**config.mk**
```make
export PLATFORM = sky130hd
export DESIGN_NAME = ossw_osc_switch
export DESIGN_NICKNAME = d
export VERILOG_FILES = /design/src/rtl/ossw_pkg.sv /design/src/rtl/ossw_osc_switch.sv
export SDC_FILE = /design/constraint.sdc
export NUM_CORES = 1
export LEC_CHECK = 0
export ABC_AREA = 1
export BUFFER_PORTS_ARGS = -buffer_cell sky130_fd_sc_hd__buf_2
export CORE_MARGIN = 1
export CORE_UTILIZATION = 35
export DETAILED_ROUTE_END_ITERATION = 10
export HOLD_SLACK_MARGIN = 0.02
export PLACE_DENSITY_LB_ADDON = 0.2
export SLEW_MARGIN = 20
export SYNTH_ARGS = -nofsm -noshare
export SYNTH_HDL_FRONTEND = slang
export SYNTH_SLANG_ARGS = --single-unit
```
**constraint.sdc**
```tcl
create_clock -name clk_sys_i -period 8.8 [get_ports clk_sys_i]
set_input_delay 0.44 -clock clk_sys_i [delete_from_list [all_inputs] [get_ports clk_sys_i]]
set_output_delay 0.44 -clock clk_sys_i [all_outputs]
set_load 0.03 [all_outputs]
```
**src/rtl/ossw_pkg.sv**
```systemverilog
package ossw_pkg;

    // register map, plain byte-wide port
    localparam int               REG_ADDR_W      = 2;
    localparam int               REG_DATA_W      = 8;
    localparam logic [1:0]       REG_CTRL        = 2'h0;
    localparam logic [1:0]       REG_TRIM        = 2'h1;
    localparam logic [1:0]       REG_CFG         = 2'h2;
    localparam logic [1:0]       REG_STATUS      = 2'h3;

    // control register fields
    localparam int               CTRL_SRC_LSB    = 0;
    localparam int               CTRL_RANGE_LSB  = 2;
    localparam int               CTRL_FREQ_LSB   = 4;
    localparam int               CTRL_REQ_BIT    = 6;
    localparam int               CTRL_ENG_BIT    = 7;
    // configuration register fields
    localparam int               CFG_PINOUT_BIT  = 0;
    localparam int               CFG_RUNSTOP_BIT = 1;
    // status register fields
    localparam int               STAT_ENG_BIT    = 0;
    localparam int               STAT_INTON_BIT  = 1;
    localparam int               STAT_CHECK_BIT  = 2;

    // clock source encodings
    localparam logic [1:0]       SRC_INTERNAL    = 2'h0;
    localparam logic [1:0]       SRC_EXT_CLOCK   = 2'h1;
    localparam logic [1:0]       SRC_EXT_RC      = 2'h2;
    localparam logic [1:0]       SRC_CRYSTAL     = 2'h3;
    // crystal range encodings
    localparam logic [1:0]       RANGE_8_32M     = 2'h0;
    localparam logic [1:0]       RANGE_1_8M      = 2'h1;
    localparam logic [1:0]       RANGE_32_100K   = 2'h2;
    localparam logic [1:0]       RANGE_RESERVED  = 2'h3;
    // internal frequency encodings
    localparam logic [1:0]       FREQ_4M0        = 2'h0;
    localparam logic [1:0]       FREQ_8M0        = 2'h1;
    localparam logic [1:0]       FREQ_12M8       = 2'h2;
    localparam logic [1:0]       FREQ_RESERVED   = 2'h3;

    // reset values
    localparam logic [1:0]       RST_SRC         = SRC_INTERNAL;
    localparam logic [1:0]       RST_RANGE       = RANGE_8_32M;
    localparam logic [1:0]       RST_FREQ        = FREQ_4M0;
    localparam logic [7:0]       RST_TRIM        = 8'h00;

    // timing: system clock and internal oscillator model
    localparam longint           CLK_SYS_HZ      = 25_000_000;
    localparam longint           INT_4M0_HZ      = 4_000_000;
    localparam longint           INT_8M0_HZ      = 8_000_000;
    localparam longint           INT_12M8_HZ     = 12_800_000;
    localparam int               NCO_W           = 24;
    localparam logic [NCO_W-1:0] NCO_INC_4M0     = NCO_W'((INT_4M0_HZ << NCO_W) / CLK_SYS_HZ);
    localparam logic [NCO_W-1:0] NCO_INC_8M0     = NCO_W'((INT_8M0_HZ << NCO_W) / CLK_SYS_HZ);
    localparam logic [NCO_W-1:0] NCO_INC_12M8    = NCO_W'((INT_12M8_HZ << NCO_W) / CLK_SYS_HZ);
    // one trim step moves the period by about 1/512
    localparam int               TRIM_SHIFT      = 9;
    localparam logic [1:0]       EDGES_TO_SWITCH = 2'h2;

    typedef enum logic [1:0] {
        ST_INT    = 2'b00,
        ST_CHECK  = 2'b01,
        ST_ENGAGE = 2'b10,
        ST_EXT    = 2'b11
    } ossw_state_e;

endpackage

```
**src/rtl/ossw_osc_switch.sv**
```systemverilog
// Added by the designer: the placing of the registers and the plain strobed port.
`timescale 1ns/100ps

// Notes on behaviour
// [RL1] x2 clock is half of x4 clock
// [RL2] internal 12.8/8/4 MHz, default 4 MHz
// [RL3] trim is eight bits, signed -128..+127
// [RL4] larger trim gives longer period
// [RL5] trim never loaded automatically from memory
// [RL6] software programs source, waits, then requests
// [RL7] external source enables input pin, crystal output
// [RL8] two external rising edges before switching
// [RL9] engaged flag set before internal stops
// [RL10] clearing source and request returns internal
// [RL11] external mode uses pin edges as x4
// [RL12] external mode forces pin clock out off
// [RL13] crystal mode output pin inverts input pin
// [RL14] RC mode pin outputs x4 when enabled
// [RL15] internal mode pin outputs x4 when enabled
// [RL16] internal mode releases input pin
// [RL17] no interrupts, no status break clearing
// [RL18] wait mode leaves oscillator running
// [RL19] stop with stop enable halts unless run in stop set
// [RL20] stop enable disables oscillator, overridable
// [RL21] source and crystal range encodings
// [RL22] internal frequency encodings, 00 default
// [RL23] reset clears request; ignored under bypass
// [RL24] clearing request before engage aborts switch
module ossw_osc_switch (
    input  wire logic                             clk_sys_i,
    input  wire logic                             reset_i,
    input  wire logic                             ce_i,
    input  wire logic [ossw_pkg::REG_ADDR_W-1:0]  reg_addr_i,
    input  wire logic [ossw_pkg::REG_DATA_W-1:0]  reg_wdata_i,
    input  wire logic                             reg_wr_i,
    input  wire logic                             reg_rd_i,
    output logic      [ossw_pkg::REG_DATA_W-1:0]  reg_rdata_o,
    input  wire logic                             clock_input_pin_i,
    input  wire logic                             rc_clock_i,
    input  wire logic                             crystal_clock_i,
    input  wire logic                             stop_mode_i,
    input  wire logic                             stop_osc_enable_i,
    input  wire logic                             monitor_bypass_i,
    output logic                                  bus_clock_x4_o,
    output logic                                  bus_clock_x2_o,
    output logic                                  internal_osc_enable_o,
    output logic                                  external_clock_engaged_o,
    output logic                                  clock_input_pin_clock_o,
    output logic                                  crystal_amp_enable_o,
    output logic      [1:0]                       crystal_range_o,
    output logic      [7:0]                       internal_trim_value_o,
    output logic                                  clock_output_pin_o,
    output logic                                  clock_output_pin_oe_n_o,
    output logic                                  clock_output_pin_gpio_o
);
    import ossw_pkg::*;

    // software state
    logic [1:0]       clock_source_select;
    logic [1:0]       crystal_range_select;
    logic [1:0]       internal_freq_select;
    logic             external_clock_request;
    logic [7:0]       internal_trim_value;
    logic             second_pin_clock_out_enable;
    logic             run_in_stop_enable;

    // switch control
    ossw_state_e      state;
    ossw_state_e      next_state;
    logic [1:0]       edge_cnt;
    logic [1:0]       next_edge_cnt;
    logic             internal_on;

    // clock generation
    logic [NCO_W-1:0] nco_acc;
    logic             ext_prev;
    logic             x2_phase;
    logic             pin_out_level;

    // decode
    wire logic        wr_ctrl    = reg_wr_i && (reg_addr_i == REG_CTRL);
    wire logic        wr_trim    = reg_wr_i && (reg_addr_i == REG_TRIM);
    wire logic        wr_cfg     = reg_wr_i && (reg_addr_i == REG_CFG);
    wire logic [1:0]  wr_src     = reg_wdata_i[CTRL_SRC_LSB +: 2];
    wire logic [1:0]  wr_range   = reg_wdata_i[CTRL_RANGE_LSB +: 2];
    wire logic [1:0]  wr_freq    = reg_wdata_i[CTRL_FREQ_LSB +: 2];
    wire logic        wr_req     = reg_wdata_i[CTRL_REQ_BIT];

    // reserved codes are refused so the live selection stays legal
    wire logic [1:0]  next_range = (wr_ctrl && wr_range != RANGE_RESERVED) ? wr_range
                                                                           : crystal_range_select;
    wire logic [1:0]  next_freq  = (wr_ctrl && wr_freq != FREQ_RESERVED) ? wr_freq
                                                                         : internal_freq_select; // see [RL22]
    wire logic [1:0]  next_src   = wr_ctrl ? wr_src : clock_source_select; // see [RL21]
    // request cannot be raised while the monitor bypass input is high
    wire logic        next_req   = wr_ctrl ? (wr_req && !monitor_bypass_i)
                                           : (external_clock_request && !monitor_bypass_i); // see [RL23]
    // hardware keeps the pin clock out off while the external clock mode is chosen
    wire logic        next_pinout = (next_src == SRC_EXT_CLOCK) ? 1'b0
                                   : (wr_cfg ? reg_wdata_i[CFG_PINOUT_BIT]
                                             : second_pin_clock_out_enable); // see [RL12]

    // stop handling; wait mode has no input here, so it cannot disturb the clocks
    wire logic        osc_halted = stop_mode_i && stop_osc_enable_i && !run_in_stop_enable; // see [RL19] [RL20]
    wire logic        osc_run    = !osc_halted; // see [RL18]

    // external source choice for the activity check and the x4 tick
    wire logic        ext_src_level = (clock_source_select == SRC_EXT_CLOCK) ? clock_input_pin_i
                                    : (clock_source_select == SRC_EXT_RC)    ? rc_clock_i
                                                                             : crystal_clock_i;
    wire logic        ext_rise      = ext_src_level && !ext_prev && osc_run;
    wire logic        engaged       = (state == ST_ENGAGE) || (state == ST_EXT);

    // internal oscillator model: phase accumulator, trim scales the step
    wire logic [NCO_W-1:0] base_inc = (internal_freq_select == FREQ_8M0)  ? NCO_INC_8M0
                                    : (internal_freq_select == FREQ_12M8) ? NCO_INC_12M8
                                                                          : NCO_INC_4M0; // see [RL2]
    wire logic signed [NCO_W+8:0] trim_prod = $signed({1'b0, base_inc}) * $signed(internal_trim_value); // see [RL3]
    wire logic signed [NCO_W+8:0] trim_adj  = trim_prod >>> TRIM_SHIFT;
    // positive trim shrinks the step, so the period grows
    wire logic [NCO_W-1:0] nco_inc  = NCO_W'($signed({9'h000, base_inc}) - trim_adj); // see [RL4]
    wire logic [NCO_W:0]   nco_sum  = {1'b0, nco_acc} + {1'b0, nco_inc};
    wire logic             int_tick = internal_on && osc_run && nco_sum[NCO_W];

    // x4 comes from the internal model until the engaged flag is up
    wire logic        x4_tick   = engaged ? ext_rise : int_tick; // see [RL11] [RL24]
    wire logic        x2_tick   = x4_tick && x2_phase; // see [RL1]

    // pin functions
    wire logic        sel_ext     = clock_source_select != SRC_INTERNAL;
    wire logic        sel_crystal = clock_source_select == SRC_CRYSTAL;
    wire logic        pin_clk_out = second_pin_clock_out_enable
                                  && ((clock_source_select == SRC_INTERNAL)
                                      || (clock_source_select == SRC_EXT_RC)); // see [RL14] [RL15]

    // read data
    wire logic [7:0]  ctrl_rd = {engaged, external_clock_request, internal_freq_select,
                                 crystal_range_select, clock_source_select};
    wire logic [7:0]  cfg_rd  = {6'h00, run_in_stop_enable, second_pin_clock_out_enable};
    wire logic [7:0]  stat_rd = {5'h00, state == ST_CHECK, internal_on, engaged};
    wire logic [7:0]  rd_mux  = (reg_addr_i == REG_CTRL) ? ctrl_rd
                              : (reg_addr_i == REG_TRIM) ? internal_trim_value
                              : (reg_addr_i == REG_CFG)  ? cfg_rd
                                                         : stat_rd;

    // switch sequencing
    always_comb begin
        next_state    = state;
        next_edge_cnt = edge_cnt;
        unique case (state)
            ST_INT: begin
                next_edge_cnt = 2'h0;
                if (external_clock_request && sel_ext) begin
                    next_state = ST_CHECK; // see [RL6]
                end
            end
            ST_CHECK: begin
                if (!external_clock_request || !sel_ext) begin
                    next_state    = ST_INT; // see [RL24]
                    next_edge_cnt = 2'h0;
                end else if (ext_rise) begin
                    next_edge_cnt = edge_cnt + 2'h1;
                    if (edge_cnt + 2'h1 == EDGES_TO_SWITCH) begin
                        next_state = ST_ENGAGE; // see [RL8]
                    end
                end
            end
            ST_ENGAGE: begin
                // one cycle with both running gives a clean handover
                next_state = ST_EXT; // see [RL9]
            end
            ST_EXT: begin
                if (!sel_ext && !external_clock_request) begin
                    next_state = ST_INT; // see [RL10]
                end
            end
        endcase
    end

    always_ff @(posedge clk_sys_i or posedge reset_i) begin
        if (reset_i) begin
            clock_source_select         <= RST_SRC;
            crystal_range_select        <= RST_RANGE;
            internal_freq_select        <= RST_FREQ; // see [RL2]
            external_clock_request      <= 1'b0; // see [RL23]
            second_pin_clock_out_enable <= 1'b0;
            run_in_stop_enable          <= 1'b0;
        end else if (ce_i) begin
            clock_source_select         <= next_src;
            crystal_range_select        <= next_range;
            internal_freq_select        <= next_freq;
            external_clock_request      <= next_req;
            second_pin_clock_out_enable <= next_pinout;
            if (wr_cfg) begin
                run_in_stop_enable <= reg_wdata_i[CFG_RUNSTOP_BIT];
            end
        end
    end

    // only software writes trim; nothing copies a factory value in
    always_ff @(posedge clk_sys_i or posedge reset_i) begin
        if (reset_i) begin
            internal_trim_value <= RST_TRIM; // see [RL5]
        end else if (ce_i && wr_trim) begin
            internal_trim_value <= reg_wdata_i; // see [RL3]
        end
    end

    always_ff @(posedge clk_sys_i or posedge reset_i) begin
        if (reset_i) begin
            state       <= ST_INT;
            edge_cnt    <= 2'h0;
            internal_on <= 1'b1;
        end else if (ce_i) begin
            state       <= next_state;
            edge_cnt    <= next_edge_cnt;
            // internal stops only after engaged was already shown
            internal_on <= (next_state != ST_EXT); // see [RL9] [RL10]
        end
    end

    always_ff @(posedge clk_sys_i or posedge reset_i) begin
        if (reset_i) begin
            nco_acc  <= '0;
            ext_prev <= 1'b0;
            x2_phase <= 1'b0;
        end else if (ce_i) begin
            if (internal_on && osc_run) begin
                nco_acc <= nco_sum[NCO_W-1:0];
            end
            ext_prev <= ext_src_level;
            if (x4_tick) begin
                x2_phase <= !x2_phase; // see [RL1]
            end
        end
    end

    // clock outputs are one-cycle ticks; the pin shows a square wave at half the tick rate
    always_ff @(posedge clk_sys_i or posedge reset_i) begin
        if (reset_i) begin
            bus_clock_x4_o <= 1'b0;
            bus_clock_x2_o <= 1'b0;
            pin_out_level  <= 1'b0;
        end else if (ce_i) begin
            bus_clock_x4_o <= x4_tick;
            bus_clock_x2_o <= x2_tick; // see [RL1]
            if (x4_tick) begin
                pin_out_level <= !pin_out_level;
            end
        end
    end

    always_ff @(posedge clk_sys_i or posedge reset_i) begin
        if (reset_i) begin
            clock_output_pin_o      <= 1'b0;
            clock_output_pin_oe_n_o <= 1'b1;
            clock_output_pin_gpio_o <= 1'b1;
        end else if (ce_i) begin
            if (sel_crystal) begin
                clock_output_pin_o      <= !clock_input_pin_i; // see [RL13]
                clock_output_pin_oe_n_o <= 1'b0;
                clock_output_pin_gpio_o <= 1'b0;
            end else if (pin_clk_out) begin
                clock_output_pin_o      <= pin_out_level; // see [RL14] [RL15]
                clock_output_pin_oe_n_o <= 1'b0;
                clock_output_pin_gpio_o <= 1'b0;
            end else begin
                clock_output_pin_o      <= 1'b0; // see [RL12]
                clock_output_pin_oe_n_o <= 1'b1;
                clock_output_pin_gpio_o <= 1'b1;
            end
        end
    end

    always_ff @(posedge clk_sys_i or posedge reset_i) begin
        if (reset_i) begin
            internal_osc_enable_o    <= 1'b1;
            external_clock_engaged_o <= 1'b0;
            clock_input_pin_clock_o  <= 1'b0;
            crystal_amp_enable_o     <= 1'b0;
            crystal_range_o          <= RST_RANGE;
            internal_trim_value_o    <= RST_TRIM;
        end else if (ce_i) begin
            internal_osc_enable_o    <= internal_on && osc_run; // see [RL19] [RL20]
            external_clock_engaged_o <= engaged; // see [RL9]
            clock_input_pin_clock_o  <= sel_ext; // see [RL7] [RL16]
            crystal_amp_enable_o     <= sel_crystal && osc_run; // see [RL7]
            crystal_range_o          <= crystal_range_select; // see [RL21]
            internal_trim_value_o    <= internal_trim_value;
        end
    end

    // plain read port, no side effects on read and no flags to clear
    always_ff @(posedge clk_sys_i or posedge reset_i) begin
        if (reset_i) begin
            reg_rdata_o <= 8'h00;
        end else if (ce_i) begin
            reg_rdata_o <= reg_rd_i ? rd_mux : 8'h00; // see [RL17]
        end
    end

endmodule // ossw_osc_switch

```
==> insert_results.sql <==
INSERT INTO impl_metrics (metric_group, metric, value, unit) VALUES
('timing', 'endpoints_failing_hold', '0', ''),
('worst_setup_path', 'worst_ep_required_time', '9.04', 'ns'),
('worst_setup_path', 'worst_path_largest_cell_delay', '0.54', 'ns'),
('placed_design', 'gp_routability_congestion', '0.930', ''),
('cells_and_area', 'nets', '1773', ''),
('yosys', 'yosys-top-cells-area', 'sky130_fd_sc_hd__fa_1, sky130_fd_sc_hd__dfrtp_1, sky130_fd_sc_hd__ha_1', ''),
('cells_and_area', 'fin_util', '0.394', ''),
('cts', 'cts_inserted_buffers', '9', ''),
('timing', 'rsz0062_at_grt', 'no', ''),
('route', 'drcViolationCount', '0', ''),
('timing', 'fin_crit', '8.19', 'ns'),
('worst_setup_path', 'cp-start-kind', 'flip-flop', ''),
('die', 'die_height', '178', 'um'),
('timing', 'timing.slew.headroom', '0.341', ''),
('cts', 'cts_htree_levels', '3', ''),
('yosys', 'synth_largest_area_cell', 'sky130_fd_sc_hd__fa_1', ''),
('worst_setup_path', 'crit-reg2reg-capture', 'nco_acc[23]', ''),
('global_route', 'leftover_overflow_at_the_end_of_global_routing', '0', ''),
('worst_setup_path', 'r2r_cells', '45', ''),
('cts', 'clock-sinks', '75', ''),
('die', 'start_util', '0.356', ''),
('yosys', 'synthFlopType', 'sky130_fd_sc_hd__dfrtp_1', ''),
('cts', 'clock_tree.root_cell', 'sky130_fd_sc_hd__clkbuf_16', ''),
('yosys', 'mappedNetlistArea', '10900', 'um^2'),
('die', 'die_area', '31800', 'um^2'),
('worst_setup_path', 'r2r-start', 'internal_freq_select[1]', ''),
('cts', 'clk_transition_reported_paths', '0.07', 'ns'),
('route', 'num_vias', '9174', ''),
('global_route', 'via_count_of_the_first_global_routing_pass', '9237', ''),
('die', 'floorplan.io_pins', '48', ''),
('worst_setup_path', 'slowest_stage', 'sky130_fd_sc_hd__fa_1', ''),
('cells_and_area', 'layout.cells.most_common_list', 'sky130_fd_sc_hd__inv_1, sky130_fd_sc_hd__nand2_1, sky130_fd_sc_hd__ha_1', ''),
('route', 'avgViaCountPerCell', '4.79', ''),
('yosys', 'seq_area_frac_synth', '0.173', ''),
('run', 'drv.max_cap_violation_count', '0', ''),
('hold_path', 'hold_path_end', 'external_clock_request', ''),
('yosys', 'synth.distinct_cells', '52', ''),
('yosys', 'synth_seq_cells', '75', ''),
('cts', 'tritoncts', 'built', ''),
('route', 'routed_wirelength', '29700', 'um'),
('cells_and_area', 'final_layout_size_suffix_gt1_frac', '0.102', ''),
('die', 'placementRows', '64', ''),
('yosys', 'synth-async-reset-ratio', '1.00', ''),
('cells_and_area', 'n_antenna_cell', '0', ''),
('timing', 'setup_ws', '0.609', 'ns'),
('timing', 'timing.clock.skew', '0.00927', 'ns'),
('cts', 'hold_buffers', '0', ''),
('status', 'status', 'finished clean', ''),
('yosys', 'synth_edf_count', '0', ''),
('cts', 'cts.path.max_buffers', '2', ''),
('worst_setup_path', 'critical_path_arrival', '8.43', 'ns'),
('route', 'detail_route.iter0.violations', '529', ''),
('route', 'routed_wire_length_per_instance', '15.5', 'um'),
('die', 'core_region_area', '30600', 'um^2'),
('placed_design', 'post-dp-hpwl', '25400', 'um'),
('yosys', 'number_of_instances_in_the_synthesized_netlist', '1454', ''),
('global_route', 'gr-usage-all-layers', '0.196', ''),
('worst_setup_path', 'critical_path.most_common_cell', 'sky130_fd_sc_hd__nand2_1', ''),
('placed_design', 'dp_worst_setup_slack', '0.304', 'ns'),
('worst_setup_path', 'crit_path_end_kind', 'flip-flop', ''),
('yosys', 'synthesis.yosys.warnings', '0', ''),
('hold_path', 'hold_path.startpoint', 'monitor_bypass_i', ''),
('hold_path', 'min-delay-path-class', 'in -> reg', ''),
('hold_path', 'hold_depth', '2', ''),
('placed_design', 'placement.io_buffers', '47', ''),
('yosys', 'synthesis.area_per_instance', '7.49', 'um^2'),
('timing', 'max_slew_violations', '0', ''),
('timing', 'timing.final.crit_share', '0.931', ''),
('route', 'detail_route.first_pass.iterations', '5', ''),
('timing', 'achievable-frequency', '0.122', 'GHz'),
('route', 'ant_nets', '0', '');
## critical path: cells and delay by family (launching register included)
family	cells	cell delay, ns
AO/OA/AOI/OAI	2	0.43
XOR/XNOR	1	0.15
adder cells (fa/ha/maj)	8	3.56
buffers and inverters	8	0.67
flip-flops	1	0.45
AND/OR/NAND/NOR	26	2.83
## cells by family after synthesis
kind of cell / synth area share
other: 0.000344
buffers and inverters: 0.118
AOI/OAI and AO/OA: 0.111
DFF: 0.173
and+or+nand+nor: 0.212
xor gates and xnor gates: 0.0402
adders and majority gates: 0.346
## flip-flops by register name, summed over array words and instances, names as in the netlist, 2 cells and up
signal and cells:
crystal_range_o 2, internal_trim_value 8, state 2, internal_freq_select 2, edge_cnt 2, nco_acc 24, clock_source_select 2, crystal_range_select 2
reg_rdata_o 8, internal_trim_value_o 8
## synth_stat cells, types with 11 or more instances
cell,count
sky130_fd_sc_hd__inv_1,319
sky130_fd_sc_hd__nand2_1,306
sky130_fd_sc_hd__nor2_1,110
sky130_fd_sc_hd__nand3_1,55
sky130_fd_sc_hd__dfrtp_1,72
sky130_fd_sc_hd__o21ai_0,70
sky130_fd_sc_hd__a21oi_1,81
sky130_fd_sc_hd__clkbuf_1,17
sky130_fd_sc_hd__xnor2_1,19
sky130_fd_sc_hd__or2_2,11
sky130_fd_sc_hd__ha_1,130
sky130_fd_sc_hd__xor2_1,31
sky130_fd_sc_hd__fa_1,107
sky130_fd_sc_hd__nand2_2,21
## through the flow
stage / hold slack, ns / instance area [um^2] / cells
floorplan: 0.442 / 10900 / 1454
global placement: 0.457 / 11700 / 1899
detailed placement: 0.457 / 11700 / 1899
CTS: 0.261 / 12000 / 1915
global route: 0.270 / 12100 / 1916
finish: 0.277 / 12100 / 1916
## how the worst max path moves through the flow
stage	from	endpoint	slack, ns
final	internal_freq_select[1]	nco_acc[23]	0.61
after global routing	internal_freq_select[1]	x2_phase	0.01
after CTS	internal_freq_select[0]	nco_acc[23]	0.27
after detailed placement	internal_freq_select[0]	nco_acc[23]	0.30
after global placement	internal_freq_select[0]	nco_acc[23]	0.29
after floorplan	internal_freq_select[0]	nco_acc[23]	1.33
## final cells by class
cell class / count / area [um^2] / share of cell area
flip-flops and latches: 75 / 1880 / 0.156
well taps: 396 / 495 / 0.0411
repair buffers: 69 / 400 / 0.0332
clock inverters: 5 / 60.1 / 0.00498
inverters: 322 / 1210 / 0.101
multi-input cells: 1038 / 7770 / 0.644
clock buffers: 11 / 243 / 0.0201
## metal layers
layer / track usage / up-vias / share of wire / wire [um]
li1: - / 4674 / - / -
met3: 0.0283 / 49 / 0.028 / 832
met1: 0.259 / 4275 / 0.48 / 14100
met4: 0.0572 / 0 / 0.024 / 713
met2: 0.332 / 176 / 0.47 / 14000
met5: 0 / - / 0 / 0
## timing repair
| item | 4_1_cts | 5_1_grt |
|---|---|---|
| gates resized for setup | 0 | 14 |
| endpoints found under the setup margin | 0 | 10 |
| setup buffers | 0 | 1 |
Power is left out: the tool's default activity adds up to more than one toggle a clock period on the data nets, which glitch-free logic cannot reach.
